--- src/core/xbd_pkg.sv ---
// Package of constants for the X-Bus decode support block
package xbd_pkg;
	// Register port map, byte addresses on the local port
	localparam logic [7:0]  ADDR_COPROC_ERR     = 8'hF0; // Coprocessor error port
	localparam logic [7:0]  ADDR_PROG_RANGE     = 8'h40; // Programmable select range base
	localparam logic [7:0]  ADDR_PROG_MASK      = 8'h44; // Programmable select range mask
	localparam logic [7:0]  ADDR_XBUS_ENABLE    = 8'h48; // Chip select enable register
	localparam logic [7:0]  ADDR_XBUS_CONFIG    = 8'h4C; // Chip select config register
	localparam logic [7:0]  ADDR_IOAPIC_BASE    = 8'h50; // IOAPIC memory base
	localparam logic [7:0]  ADDR_STATUS         = 8'h54; // Status read-back

	// Enable register bit positions
	localparam int          EN_RTC_BIT          = 0;
	localparam int          EN_KBC_BIT          = 1;
	localparam int          EN_ROM_BIT          = 2;
	localparam int          EN_PROG_BIT         = 3;
	localparam int          EN_IOAPIC_BIT       = 4;
	// Config register bit positions
	localparam int          CFG_COPROC_BIT      = 0;

	// Reset values
	localparam logic [7:0]  RST_XBUS_ENABLE     = 8'h07;
	localparam logic [7:0]  RST_XBUS_CONFIG     = 8'h00;
	localparam logic [15:0] RST_PROG_RANGE      = 16'h0000;
	localparam logic [15:0] RST_PROG_MASK       = 16'h0003;
	localparam logic [31:0] RST_IOAPIC_BASE     = 32'hFEC0_0000;

	// Decode constants
	localparam logic [15:0] IO_KBC_DATA         = 16'h0060;
	localparam logic [15:0] IO_KBC_CMD          = 16'h0064;
	localparam logic [15:0] IO_RTC_ADDR         = 16'h0070;
	localparam logic [15:0] IO_RTC_DATA         = 16'h0071;
	localparam logic [15:0] IO_COPROC           = 16'h00F0;
	localparam logic [6:0]  ROM_LA_TOP          = 7'h7F;  // LA[23:17] all ones
	localparam logic [6:0]  ROM_LA_LOW          = 7'h07;  // LA[23:17] of E0000-FFFFF
	localparam logic [31:0] IOAPIC_SPAN_MASK    = 32'hFFFF_FFE0; // Two windows, 00h and 10h

	// Latch strobe length in ISA clock periods
	localparam logic [1:0]  ALE_SYSCLKS         = 2'h2;
	// Flush handshake timing, default flush time in PCI clocks
	localparam logic [3:0]  FLUSH_CYCLES        = 4'h4;

	// Handshake states
	typedef enum logic [3:0] {
		HS_IDLE  = 4'b0001,
		HS_FLUSH = 4'b0010,
		HS_ACK   = 4'b0100,
		HS_WAIT  = 4'b1000
	} xbd_hs_t;
endpackage

--- src/core/xbd_sync.sv ---
// Two-flop synchroniser, W bits in one instance
`timescale 1ns/1ps
module xbd_sync #(
	parameter int W = 1
) (
	input  wire logic         i_clk_sys,
	input  wire logic         i_rst_n,
	input  wire logic [W-1:0] i_async,
	input  wire logic [W-1:0] i_rst_val,
	output logic      [W-1:0] o_sync
);
	logic [W-1:0] meta;

	// Each bit passes two flops; the first is read only by the second
	genvar g;
	generate
		for (g = 0; g < W; g++) begin : g_bit
			always_ff @(posedge i_clk_sys or negedge i_rst_n) begin
				if (!i_rst_n) begin
					meta[g]   <= 1'b1;
					o_sync[g] <= 1'b1;
				end else begin
					meta[g]   <= i_async[g];
					o_sync[g] <= meta[g];
				end
			end
		end
	endgenerate

	// Reset value input kept for future per-bit polarity; all pins idle high here
	logic unused_rst_val;
	assign unused_rst_val = ^i_rst_val;
endmodule

--- src/core/xbd_top.sv ---
// X-Bus peripheral decode, coprocessor error and IOAPIC handshake logic
//
// Behaviour
// - Programmable select on PCI-sourced subtractive ISA I/O in range
// - Programmable select also enables X-Bus buffer
// - ROM select decoded from SA/LA address
// - ROM select negated during DMA cycles
// - Keyboard select on I/O 60h and 64h
// - Keyboard select never during DMA
// - RTC select on I/O 71h accesses
// - RTC latch strobe on write to 70h
// - Strobe from write fall, two ISA clocks
// - Coprocessor error reporting only when enabled
// - Coprocessor error raises internal IRQ13 request
// - Write F0h with error asserts ignore-error
// - Ignore-error held until error input negates
// - No error at write: ignore-error stays negated
// - IOAPIC select: enabled, PCI cycle, in range
// - IOAPIC decode defaults FEC0_0000h and FEC0_0010h
// - Enable bit muxes request/ack onto shared pins
// - Acknowledge only after buffers fully flushed
// - Buffer enable only for enabled decoded peripherals
`timescale 1ns/1ps
module xbd_top
	import xbd_pkg::*;
(
	input  wire logic        i_clk_sys,
	input  wire logic        i_rst_n,
	// Register port
	input  wire logic [7:0]  i_reg_addr,
	input  wire logic [31:0] i_reg_wdata,
	input  wire logic        i_reg_wr,
	input  wire logic        i_reg_rd,
	output logic      [31:0] o_reg_rdata,
	// ISA side
	input  wire logic [16:0] i_isa_sa,
	input  wire logic [6:0]  i_isa_la,
	input  wire logic        i_isa_ior_n,
	input  wire logic        i_isa_iow_n,
	input  wire logic        i_isa_memr_n,
	input  wire logic        i_isa_memw_n,
	input  wire logic        i_isa_dma_n,
	input  wire logic        i_isa_system_clock,
	input  wire logic        i_cyc_pci_master,
	input  wire logic        i_cyc_subtractive,
	// PCI memory decode for IOAPIC
	input  wire logic [31:0] i_pci_addr,
	input  wire logic        i_pci_mem_cycle,
	// Coprocessor and DMA flush
	input  wire logic        i_coproc_error_in_n,
	input  wire logic        i_flush_done,
	// Shared pins, then the select, strobe and handshake outputs
	input  wire logic        i_test_ioapic_request_n,
	input  wire logic        i_pci_bus_reset_req_n,
	output logic             o_prog_periph_select_n,
	output logic             o_firmware_rom_select_n,
	output logic             o_keyboard_ctrl_select_n,
	output logic             o_rtc_select_n,
	output logic             o_rtc_addr_latch_strobe,
	output logic             o_ignore_error_out_n,
	output logic             o_irq13,
	output logic             o_xbus_buffer_oe_n,
	output logic             o_ioapic_select_n,
	output logic             o_rst_ioapic_ack_n,
	output logic             o_test_mode_in_n,
	output logic             o_flush_req
);
	import xbd_pkg::*;

	// Reset release through two flops
	logic       rst_meta;
	logic       rst_n;
	always_ff @(posedge i_clk_sys or negedge i_rst_n) begin
		if (!i_rst_n) begin
			rst_meta <= 1'b0;
			rst_n    <= 1'b0;
		end else begin
			rst_meta <= 1'b1;
			rst_n    <= rst_meta;
		end
	end

	// Pin synchronisers: commands, ISA clock, error, request
	logic [7:0] pin_raw;
	logic [7:0] pin_rst;
	logic [7:0] pin_s;
	assign pin_raw = {i_pci_bus_reset_req_n, i_isa_dma_n, i_test_ioapic_request_n,
		i_coproc_error_in_n, i_isa_system_clock, i_isa_memw_n, i_isa_memr_n,
		i_isa_iow_n};
	assign pin_rst = 8'hFF;
	xbd_sync #(.W(8)) u_sync (
		.i_clk_sys (i_clk_sys),
		.i_rst_n   (rst_n),
		.i_async   (pin_raw),
		.i_rst_val (pin_rst),
		.o_sync    (pin_s)
	);
	wire iow_n_s    = pin_s[0];
	wire memr_n_s   = pin_s[1];
	wire memw_n_s   = pin_s[2];
	wire isa_system_clock_s   = pin_s[3];
	wire coproc_error_in_n_n_s   = pin_s[4];
	wire req_n_s    = pin_s[5];
	wire dma_n_s    = pin_s[6];
	wire pci_bus_reset_n_n_s = pin_s[7];
	logic ior_m;
	logic ior_n_s;

	// IOR synchronised separately to keep the bundle byte wide
	always_ff @(posedge i_clk_sys or negedge rst_n) begin
		if (!rst_n) begin
			ior_m   <= 1'b1;
			ior_n_s <= 1'b1;
		end else begin
			ior_m   <= i_isa_ior_n;
			ior_n_s <= ior_m;
		end
	end

	// Software registers
	logic [15:0] prog_select_range_reg;
	logic [15:0] prog_select_mask;
	logic [7:0]  xbus_cs_enable_reg;
	logic [7:0]  xbus_cs_config_reg;
	logic [31:0] ioapic_base;
	wire wr_range  = i_reg_wr && (i_reg_addr == ADDR_PROG_RANGE);
	wire wr_mask   = i_reg_wr && (i_reg_addr == ADDR_PROG_MASK);
	wire wr_enable = i_reg_wr && (i_reg_addr == ADDR_XBUS_ENABLE);
	wire wr_config = i_reg_wr && (i_reg_addr == ADDR_XBUS_CONFIG);
	wire wr_apic   = i_reg_wr && (i_reg_addr == ADDR_IOAPIC_BASE);
	wire wr_coproc = i_reg_wr && (i_reg_addr == ADDR_COPROC_ERR);

	always_ff @(posedge i_clk_sys or negedge rst_n) begin
		if (!rst_n) begin
			prog_select_range_reg <= RST_PROG_RANGE;
			prog_select_mask      <= RST_PROG_MASK;
			xbus_cs_enable_reg    <= RST_XBUS_ENABLE;
			xbus_cs_config_reg    <= RST_XBUS_CONFIG;
			ioapic_base           <= RST_IOAPIC_BASE;
		end else begin
			if (wr_range)  prog_select_range_reg <= i_reg_wdata[15:0];
			if (wr_mask)   prog_select_mask      <= i_reg_wdata[15:0];
			if (wr_enable) xbus_cs_enable_reg    <= i_reg_wdata[7:0];
			if (wr_config) xbus_cs_config_reg    <= i_reg_wdata[7:0];
			if (wr_apic)   ioapic_base           <= i_reg_wdata & IOAPIC_SPAN_MASK;
		end
	end

	wire en_rtc    = xbus_cs_enable_reg[EN_RTC_BIT];
	wire en_kbc    = xbus_cs_enable_reg[EN_KBC_BIT];
	wire en_rom    = xbus_cs_enable_reg[EN_ROM_BIT];
	wire en_prog   = xbus_cs_enable_reg[EN_PROG_BIT];
	wire en_ioapic = xbus_cs_enable_reg[EN_IOAPIC_BIT];
	wire en_coproc = xbus_cs_config_reg[CFG_COPROC_BIT];

	// Address decodes; commands use synchronised levels
	wire [15:0] io_addr  = i_isa_sa[15:0];
	wire        io_cmd   = !ior_n_s || !iow_n_s;
	wire        mem_cmd  = !memr_n_s || !memw_n_s;
	wire        no_dma   = dma_n_s;
	wire        prog_hit = ((io_addr & ~prog_select_mask) ==
		(prog_select_range_reg & ~prog_select_mask));
	wire dec_prog = en_prog && io_cmd && i_cyc_pci_master && i_cyc_subtractive
		&& prog_hit;
	wire rom_la   = (i_isa_la == ROM_LA_TOP) ||
		((i_isa_la == ROM_LA_LOW) && i_isa_sa[16]);
	wire dec_rom  = en_rom && mem_cmd && rom_la && no_dma;
	wire dec_kbc  = en_kbc && io_cmd && no_dma &&
		((io_addr == IO_KBC_DATA) || (io_addr == IO_KBC_CMD));
	wire dec_rtc  = en_rtc && io_cmd && no_dma && (io_addr == IO_RTC_DATA);
	wire apic_hit = ((i_pci_addr & IOAPIC_SPAN_MASK) == ioapic_base);
	wire dec_apic = en_ioapic && i_pci_mem_cycle && i_cyc_pci_master && apic_hit;
	// Buffer only for enabled X-Bus peripherals; the program select rides on it
	wire dec_xoe  = dec_prog || dec_rom || dec_kbc || dec_rtc;

	// Latch strobe: IOW falling edge to port 70h, counted in ISA clocks
	logic       iow_d;
	logic       isa_system_clock_d;
	logic [1:0] ale_cnt;
	logic       ale_on;
	wire iow_fall   = iow_d && !iow_n_s;
	wire sys_rise   = !isa_system_clock_d && isa_system_clock_s;
	wire ale_start  = iow_fall && en_rtc && no_dma && (io_addr == IO_RTC_ADDR);
	always_ff @(posedge i_clk_sys or negedge rst_n) begin
		if (!rst_n) begin
			iow_d    <= 1'b1;
			isa_system_clock_d <= 1'b0;
			ale_cnt  <= 2'h0;
			ale_on   <= 1'b0;
		end else begin
			iow_d    <= iow_n_s;
			isa_system_clock_d <= isa_system_clock_s;
			if (ale_start) begin
				ale_on  <= 1'b1;
				ale_cnt <= 2'h0;
			end else if (ale_on && sys_rise) begin
				if (ale_cnt == ALE_SYSCLKS - 2'h1) begin
					ale_on <= 1'b0;
				end
				ale_cnt <= ale_cnt + 2'h1;
			end
		end
	end

	// Ignore-error: set on port write with error active, held until error clears
	logic ignore_error_out_n;
	wire  coproc_error_in_n_act = !coproc_error_in_n_n_s && en_coproc;
	always_ff @(posedge i_clk_sys or negedge rst_n) begin
		if (!rst_n) begin
			ignore_error_out_n <= 1'b0;
		end else if (!coproc_error_in_n_act) begin
			ignore_error_out_n <= 1'b0;
		end else if (wr_coproc) begin
			ignore_error_out_n <= 1'b1;
		end
	end

	// Flush handshake; PCI reset forces idle so the ack stays negated
	xbd_hs_t    hs;
	xbd_hs_t    next_hs;
	logic [3:0] flush_cnt;
	wire        req_act = !req_n_s && en_ioapic;
	always_comb begin
		next_hs = hs;
		case (hs)
			HS_IDLE:  if (req_act) next_hs = HS_FLUSH;
			HS_FLUSH: if (!req_act) next_hs = HS_IDLE;
				else if (i_flush_done && flush_cnt == 4'h0) next_hs = HS_ACK;
			HS_ACK:   next_hs = HS_WAIT;
			HS_WAIT:  if (!req_act) next_hs = HS_IDLE;
			default:  next_hs = HS_IDLE;
		endcase
	end
	always_ff @(posedge i_clk_sys or negedge rst_n) begin
		if (!rst_n) begin
			hs        <= HS_IDLE;
			flush_cnt <= FLUSH_CYCLES;
		end else if (!pci_bus_reset_n_n_s) begin
			hs        <= HS_IDLE;
			flush_cnt <= FLUSH_CYCLES;
		end else begin
			hs        <= next_hs;
			flush_cnt <= (hs == HS_FLUSH && flush_cnt != 4'h0) ? flush_cnt - 4'h1
				: (hs == HS_FLUSH ? flush_cnt : FLUSH_CYCLES);
		end
	end
	wire ack_on = (next_hs == HS_ACK || next_hs == HS_WAIT) && pci_bus_reset_n_n_s;

	// Registered outputs
	always_ff @(posedge i_clk_sys or negedge rst_n) begin
		if (!rst_n) begin
			o_prog_periph_select_n   <= 1'b1;
			o_firmware_rom_select_n  <= 1'b1;
			o_keyboard_ctrl_select_n <= 1'b1;
			o_rtc_select_n           <= 1'b1;
			o_rtc_addr_latch_strobe  <= 1'b0;
			o_ignore_error_out_n     <= 1'b1;
			o_irq13                  <= 1'b0;
			o_xbus_buffer_oe_n       <= 1'b1;
			o_ioapic_select_n        <= 1'b1;
			o_rst_ioapic_ack_n       <= 1'b0;
			o_test_mode_in_n         <= 1'b1;
			o_flush_req              <= 1'b0;
		end else begin
			o_prog_periph_select_n   <= !dec_prog;
			o_firmware_rom_select_n  <= !dec_rom;
			o_keyboard_ctrl_select_n <= !dec_kbc;
			o_rtc_select_n           <= !dec_rtc;
			o_rtc_addr_latch_strobe  <= ale_on;
			o_ignore_error_out_n     <= !ignore_error_out_n;
			o_irq13                  <= coproc_error_in_n_act;
			o_xbus_buffer_oe_n       <= !dec_xoe;
			o_ioapic_select_n        <= !dec_apic;
			// Shared pin: ack when enabled, else PCI reset pass-through
			o_rst_ioapic_ack_n       <= en_ioapic ? !ack_on : pci_bus_reset_n_n_s;
			o_test_mode_in_n         <= en_ioapic ? 1'b1 : req_n_s;
			// PCI reset holds the handshake idle, so no flush is asked for either
			o_flush_req              <= (next_hs == HS_FLUSH) && pci_bus_reset_n_n_s;
		end
	end

	// Read-back, one cycle after the strobe
	wire [31:0] status = {24'h0, 3'h0, hs == HS_WAIT, ale_on, !coproc_error_in_n_n_s, ignore_error_out_n, !req_n_s};
	logic [31:0] rd_mux;
	always_comb begin
		case (i_reg_addr)
			ADDR_PROG_RANGE:  rd_mux = {16'h0, prog_select_range_reg};
			ADDR_PROG_MASK:   rd_mux = {16'h0, prog_select_mask};
			ADDR_XBUS_ENABLE: rd_mux = {24'h0, xbus_cs_enable_reg};
			ADDR_XBUS_CONFIG: rd_mux = {24'h0, xbus_cs_config_reg};
			ADDR_IOAPIC_BASE: rd_mux = ioapic_base;
			ADDR_STATUS:      rd_mux = status;
			default:          rd_mux = 32'h0;
		endcase
	end
	always_ff @(posedge i_clk_sys or negedge rst_n) begin
		if (!rst_n) o_reg_rdata <= 32'h0;
		else        o_reg_rdata <= i_reg_rd ? rd_mux : 32'h0;
	end
endmodule

--- config.mk ---
export PLATFORM = sky130hd
export DESIGN_NAME = xbd_top
export DESIGN_NICKNAME = d
export VERILOG_FILES = /design/src/core/xbd_pkg.sv /design/src/core/xbd_sync.sv /design/src/core/xbd_top.sv
export SDC_FILE = /design/constraint.sdc
export NUM_CORES = 1
export LEC_CHECK = 0
export CORE_UTILIZATION = 55
export CTS_CLUSTER_SIZE = 40
export DETAILED_ROUTE_END_ITERATION = 16
export DONT_BUFFER_PORTS = 1
export PLACE_DENSITY = 0.83
export SLEW_MARGIN = 20
export SYNTH_ARGS = -nofsm -noshare
export SYNTH_HDL_FRONTEND = slang
export SYNTH_SLANG_ARGS = --single-unit
--- constraint.sdc ---
create_clock -name i_clk_sys -period 4.9 [get_ports i_clk_sys]
set_clock_uncertainty 0.2 [all_clocks]
set_input_delay 0.245 -clock i_clk_sys [delete_from_list [all_inputs] [get_ports i_clk_sys]]
set_output_delay 0.245 -clock i_clk_sys [all_outputs]
set_load 0.05 [all_outputs]
==> reports/qor.yml <==
setup_slack_ns: 1.58
finalCriticalPeriod_ns: 3.32
rsz0062_at_grt: "false"
drive_gt1_frac: 0.294
clkTransAtPathRegs_ns: 0.06
cpPeakStageDelay_ns: 0.64
reg.largest.list: "o_reg_rdata x32, ioapic_base x27"
die_h_um: 112
layout_worst_path_cycle_share: 0.678
grt_pass1_vias: 4838
netlist_area_um2: 6620
cap_violations: 0
run_status: "finished, violations left"
cts_inserted_buffers: 17
cts_htree_levels: 4
drt-initial-drc-count: 384
slew_headroom: 0.387
track_usage: 0.281
cts_tree: "built"
max-clock-path-buffers: 2
antenna_found_initial: 0
dpl.hpwl_mm: 10.7
start_util: 0.572
cp-startpoint: "ioapic_base[29]"
cts-root-buf: "clkbuf_16"
vias: 4387
worstPathRequired_ns: 5.05
synth_warnings: 0
areaGrowthSynthToFinish_pct: 21.7
worstMarginPinSlew_ns: 0.919
clock-sinks: 153
postSynthCellCount: 497
max_freq_ghz: 0.301
cp_slowest_cell: "dlygate4sd3_1"
yosysTopAreaCellShare: 0.416
gp_congestion: 0.833
dpl_worst_slack_ns: 2.28
grt_max_degree: 82
viasPerCell: 6.02
clock_latency_ns: 0.42
cp_common_cell: "dlygate4sd3_1"
async_reset_ff_frac: 1.00
synth_ff_type: "dfrtp_1"
post-route-cell-area_um2: 8050
synth-edff-count: 0
maxSlewViolCount: 0
synth_nets: 613
yosysUniqueCellTypes: 50
grt_first_pass_wirelength_mm: 26.3
antenna_left: 0
rows: 39
diodes: 0
fin_setup_tns_ns: 0
crit_type: "register to register"
critPathMaxFanout: 3
power.density_nw_per_um2: 356
path_cells: "xnor2_1 > nand4_1 > dlygate4sd3_1 > nor4_1 > dlygate4sd3_1 > nand4_1 > dlygate4sd3_1"
rr_startpoint: "ioapic_base[29]"
routedWlPerCell_um: 22.4
largest_reg_flops: 32
nets: 689
power.total_mw: 2.87
cts_resized: 0
final_core_util: 0.696
cp.arrival_ns: 3.47
p_leak_nw: 3.58
worst-path-buf-inv: 3
crit_family: "buffers and inverters"
dp.cells: 629
design.die.area_um2: 12500
die_w_um: 112
vdd_drop_max_mv: 0.238
hold_violations: 0
setup_viol: 0
synth_area_leaders: "dfrtp_1 42%, dfstp_2 17%, mux2_2 13%"
yosysTopAreaCell: "dfrtp_1"
syn_avg_cell_area_um2: 13.3
routed_wl_mm: 16.3
ys_ff_latch: 153
io_buffers: 0
overflow: 0
synth_seq_area_share: 0.587
violations: "DRC"
hp-start: "i_reg_addr[4]"
regMostFlops: "o_reg_rdata"
place_area_um2: 6770
start_kind: "register"
coreArea_um2: 11600
drc: 7
io_pins: 157
stdcell_count: 729
hold_slack_ns: 0.0186
hold_class: "input port to register"
endpoint_kind: "register"
dr.pass1.iters: 11
==> layout make-up <==
cell class | instances | area [um^2]
timing repair buffer | 71 | 716
sequential | 153 | 3890
clock buffer | 21 | 460
inverter | 7 | 26.3
clock inverter | 11 | 146
multi-input combinational | 323 | 2640
fill | 767 | 3510
tap | 143 | 179
==> worst paths after layout <==
kind,endpoint,slack [ns],cells after the start
worst max-delay path,o_ioapic_select_n,1.58,7
worst min-delay path,o_reg_rdata[15],0.02,3
worst max register to register,o_ioapic_select_n,1.58,7
worst min register to register,u_sync.o_sync[7],0.15,0
max in group asynchronous,u_sync.o_sync[4],3.29,1
min in group asynchronous,o_reg_rdata[30],0.26,0
==> worst min-delay path, delay by kind of cell <==
kind	cells	cell delay (ns)
compound gates	1	0.06
mux	1	0.13
simple gates	1	0.14
==> logic make-up (layout without fill, tap and decap cells) <==
logic type / count (synthesis) / in the layout / share of synthesized area
AO/OA/AOI/OAI: 48 / 48 / 0.0535
other: 1 / 1 / 0.000567
buffers and inverters: 21 / 110 / 0.0142
AND/OR/NAND/NOR: 129 / 129 / 0.110
multiplexers: 97 / 97 / 0.169
flip-flops: 153 / 153 / 0.587
adder cells (fa/ha/maj): 3 / 3 / 0.00567
XOR/XNOR: 45 / 45 / 0.0596
==> where the power goes <==
group          leakage (nW)  internal (mW)  switching [mW]
logic                  1.33         0.0994          0.0667
registers              1.95           1.32          0.0492
clock network         0.293          0.827           0.507
==> routing by layer <==
layer / vias to the layer above / wire length (um) / GRT usage
met2: 188 / 8390 / 0.465
met1: 2237 / 6340 / 0.335
met3: 44 / 1060 / 0.0882
met4: 0 / 564 / 0.136
met5: - / 0 / 0
li1: 1918 / - / -
==> cell usage in the layout, fill, tap and decap left out, types with 3 or more instances in the layout <==
| cell type | n |
|---|---|
| xor2_1 | 11 |
| clkinv_4 | 3 |
| a22o_1 | 9 |
| bufinv_16 | 3 |
| a21oi_1 | 8 |
| o22a_1 | 3 |
| ha_1 | 3 |
| nor2b_1 | 7 |
| nor4_1 | 6 |
| mux2_4 | 10 |
| clkinv_2 | 3 |
| clkbuf_16 | 17 |
| dfstp_2 | 43 |
| xnor2_1 | 34 |
| nand3_1 | 4 |
| nand2_1 | 15 |
| mux2_2 | 79 |
| o22ai_1 | 7 |
| nand4b_1 | 3 |
| nor2_1 | 40 |
| nand4_1 | 11 |
| mux2i_1 | 8 |
| nor3_1 | 6 |
| a22oi_1 | 13 |
| dlygate4sd3_1 | 68 |
| and2_1 | 17 |
| dfrtp_1 | 109 |
| inv_1 | 7 |
==> synthesized netlist by cell type (2+ instances only) <==
| cell type | n |
|---|---|
| nor4_1 | 6 |
| inv_1 | 7 |
| nor2_1 | 40 |
| dfrtp_1 | 110 |
| nand4b_1 | 3 |
| nand2_1 | 15 |
| or3_1 | 2 |
| a22o_1 | 9 |
| and4_1 | 2 |
| o22a_1 | 3 |
| a21oi_1 | 8 |
| o2bb2ai_1 | 2 |
| buf_2 | 3 |
| a211o_1 | 2 |
| mux2_2 | 79 |
| o22ai_1 | 7 |
| ha_1 | 3 |
| nor2b_1 | 7 |
| nor3b_1 | 2 |
| buf_1 | 2 |
| xnor2_1 | 34 |
| a22oi_1 | 13 |
| mux2_4 | 10 |
| nand3_1 | 4 |
| nand4_1 | 11 |
| and3b_1 | 2 |
| clkbuf_1 | 7 |
| nor3_1 | 6 |
| nor4b_1 | 2 |
| xor2_1 | 11 |
| mux2i_1 | 8 |
| dfstp_2 | 43 |
| and2_1 | 17 |
==> repair_timing <==
item,4_1_cts,5_1_grt
hold buffers,68,0
buffers inserted,0,0
endpoints found under the setup margin,0,0
endpoints found under the hold margin,113,0
No activity file was read; power rests on OpenSTA's default activity.
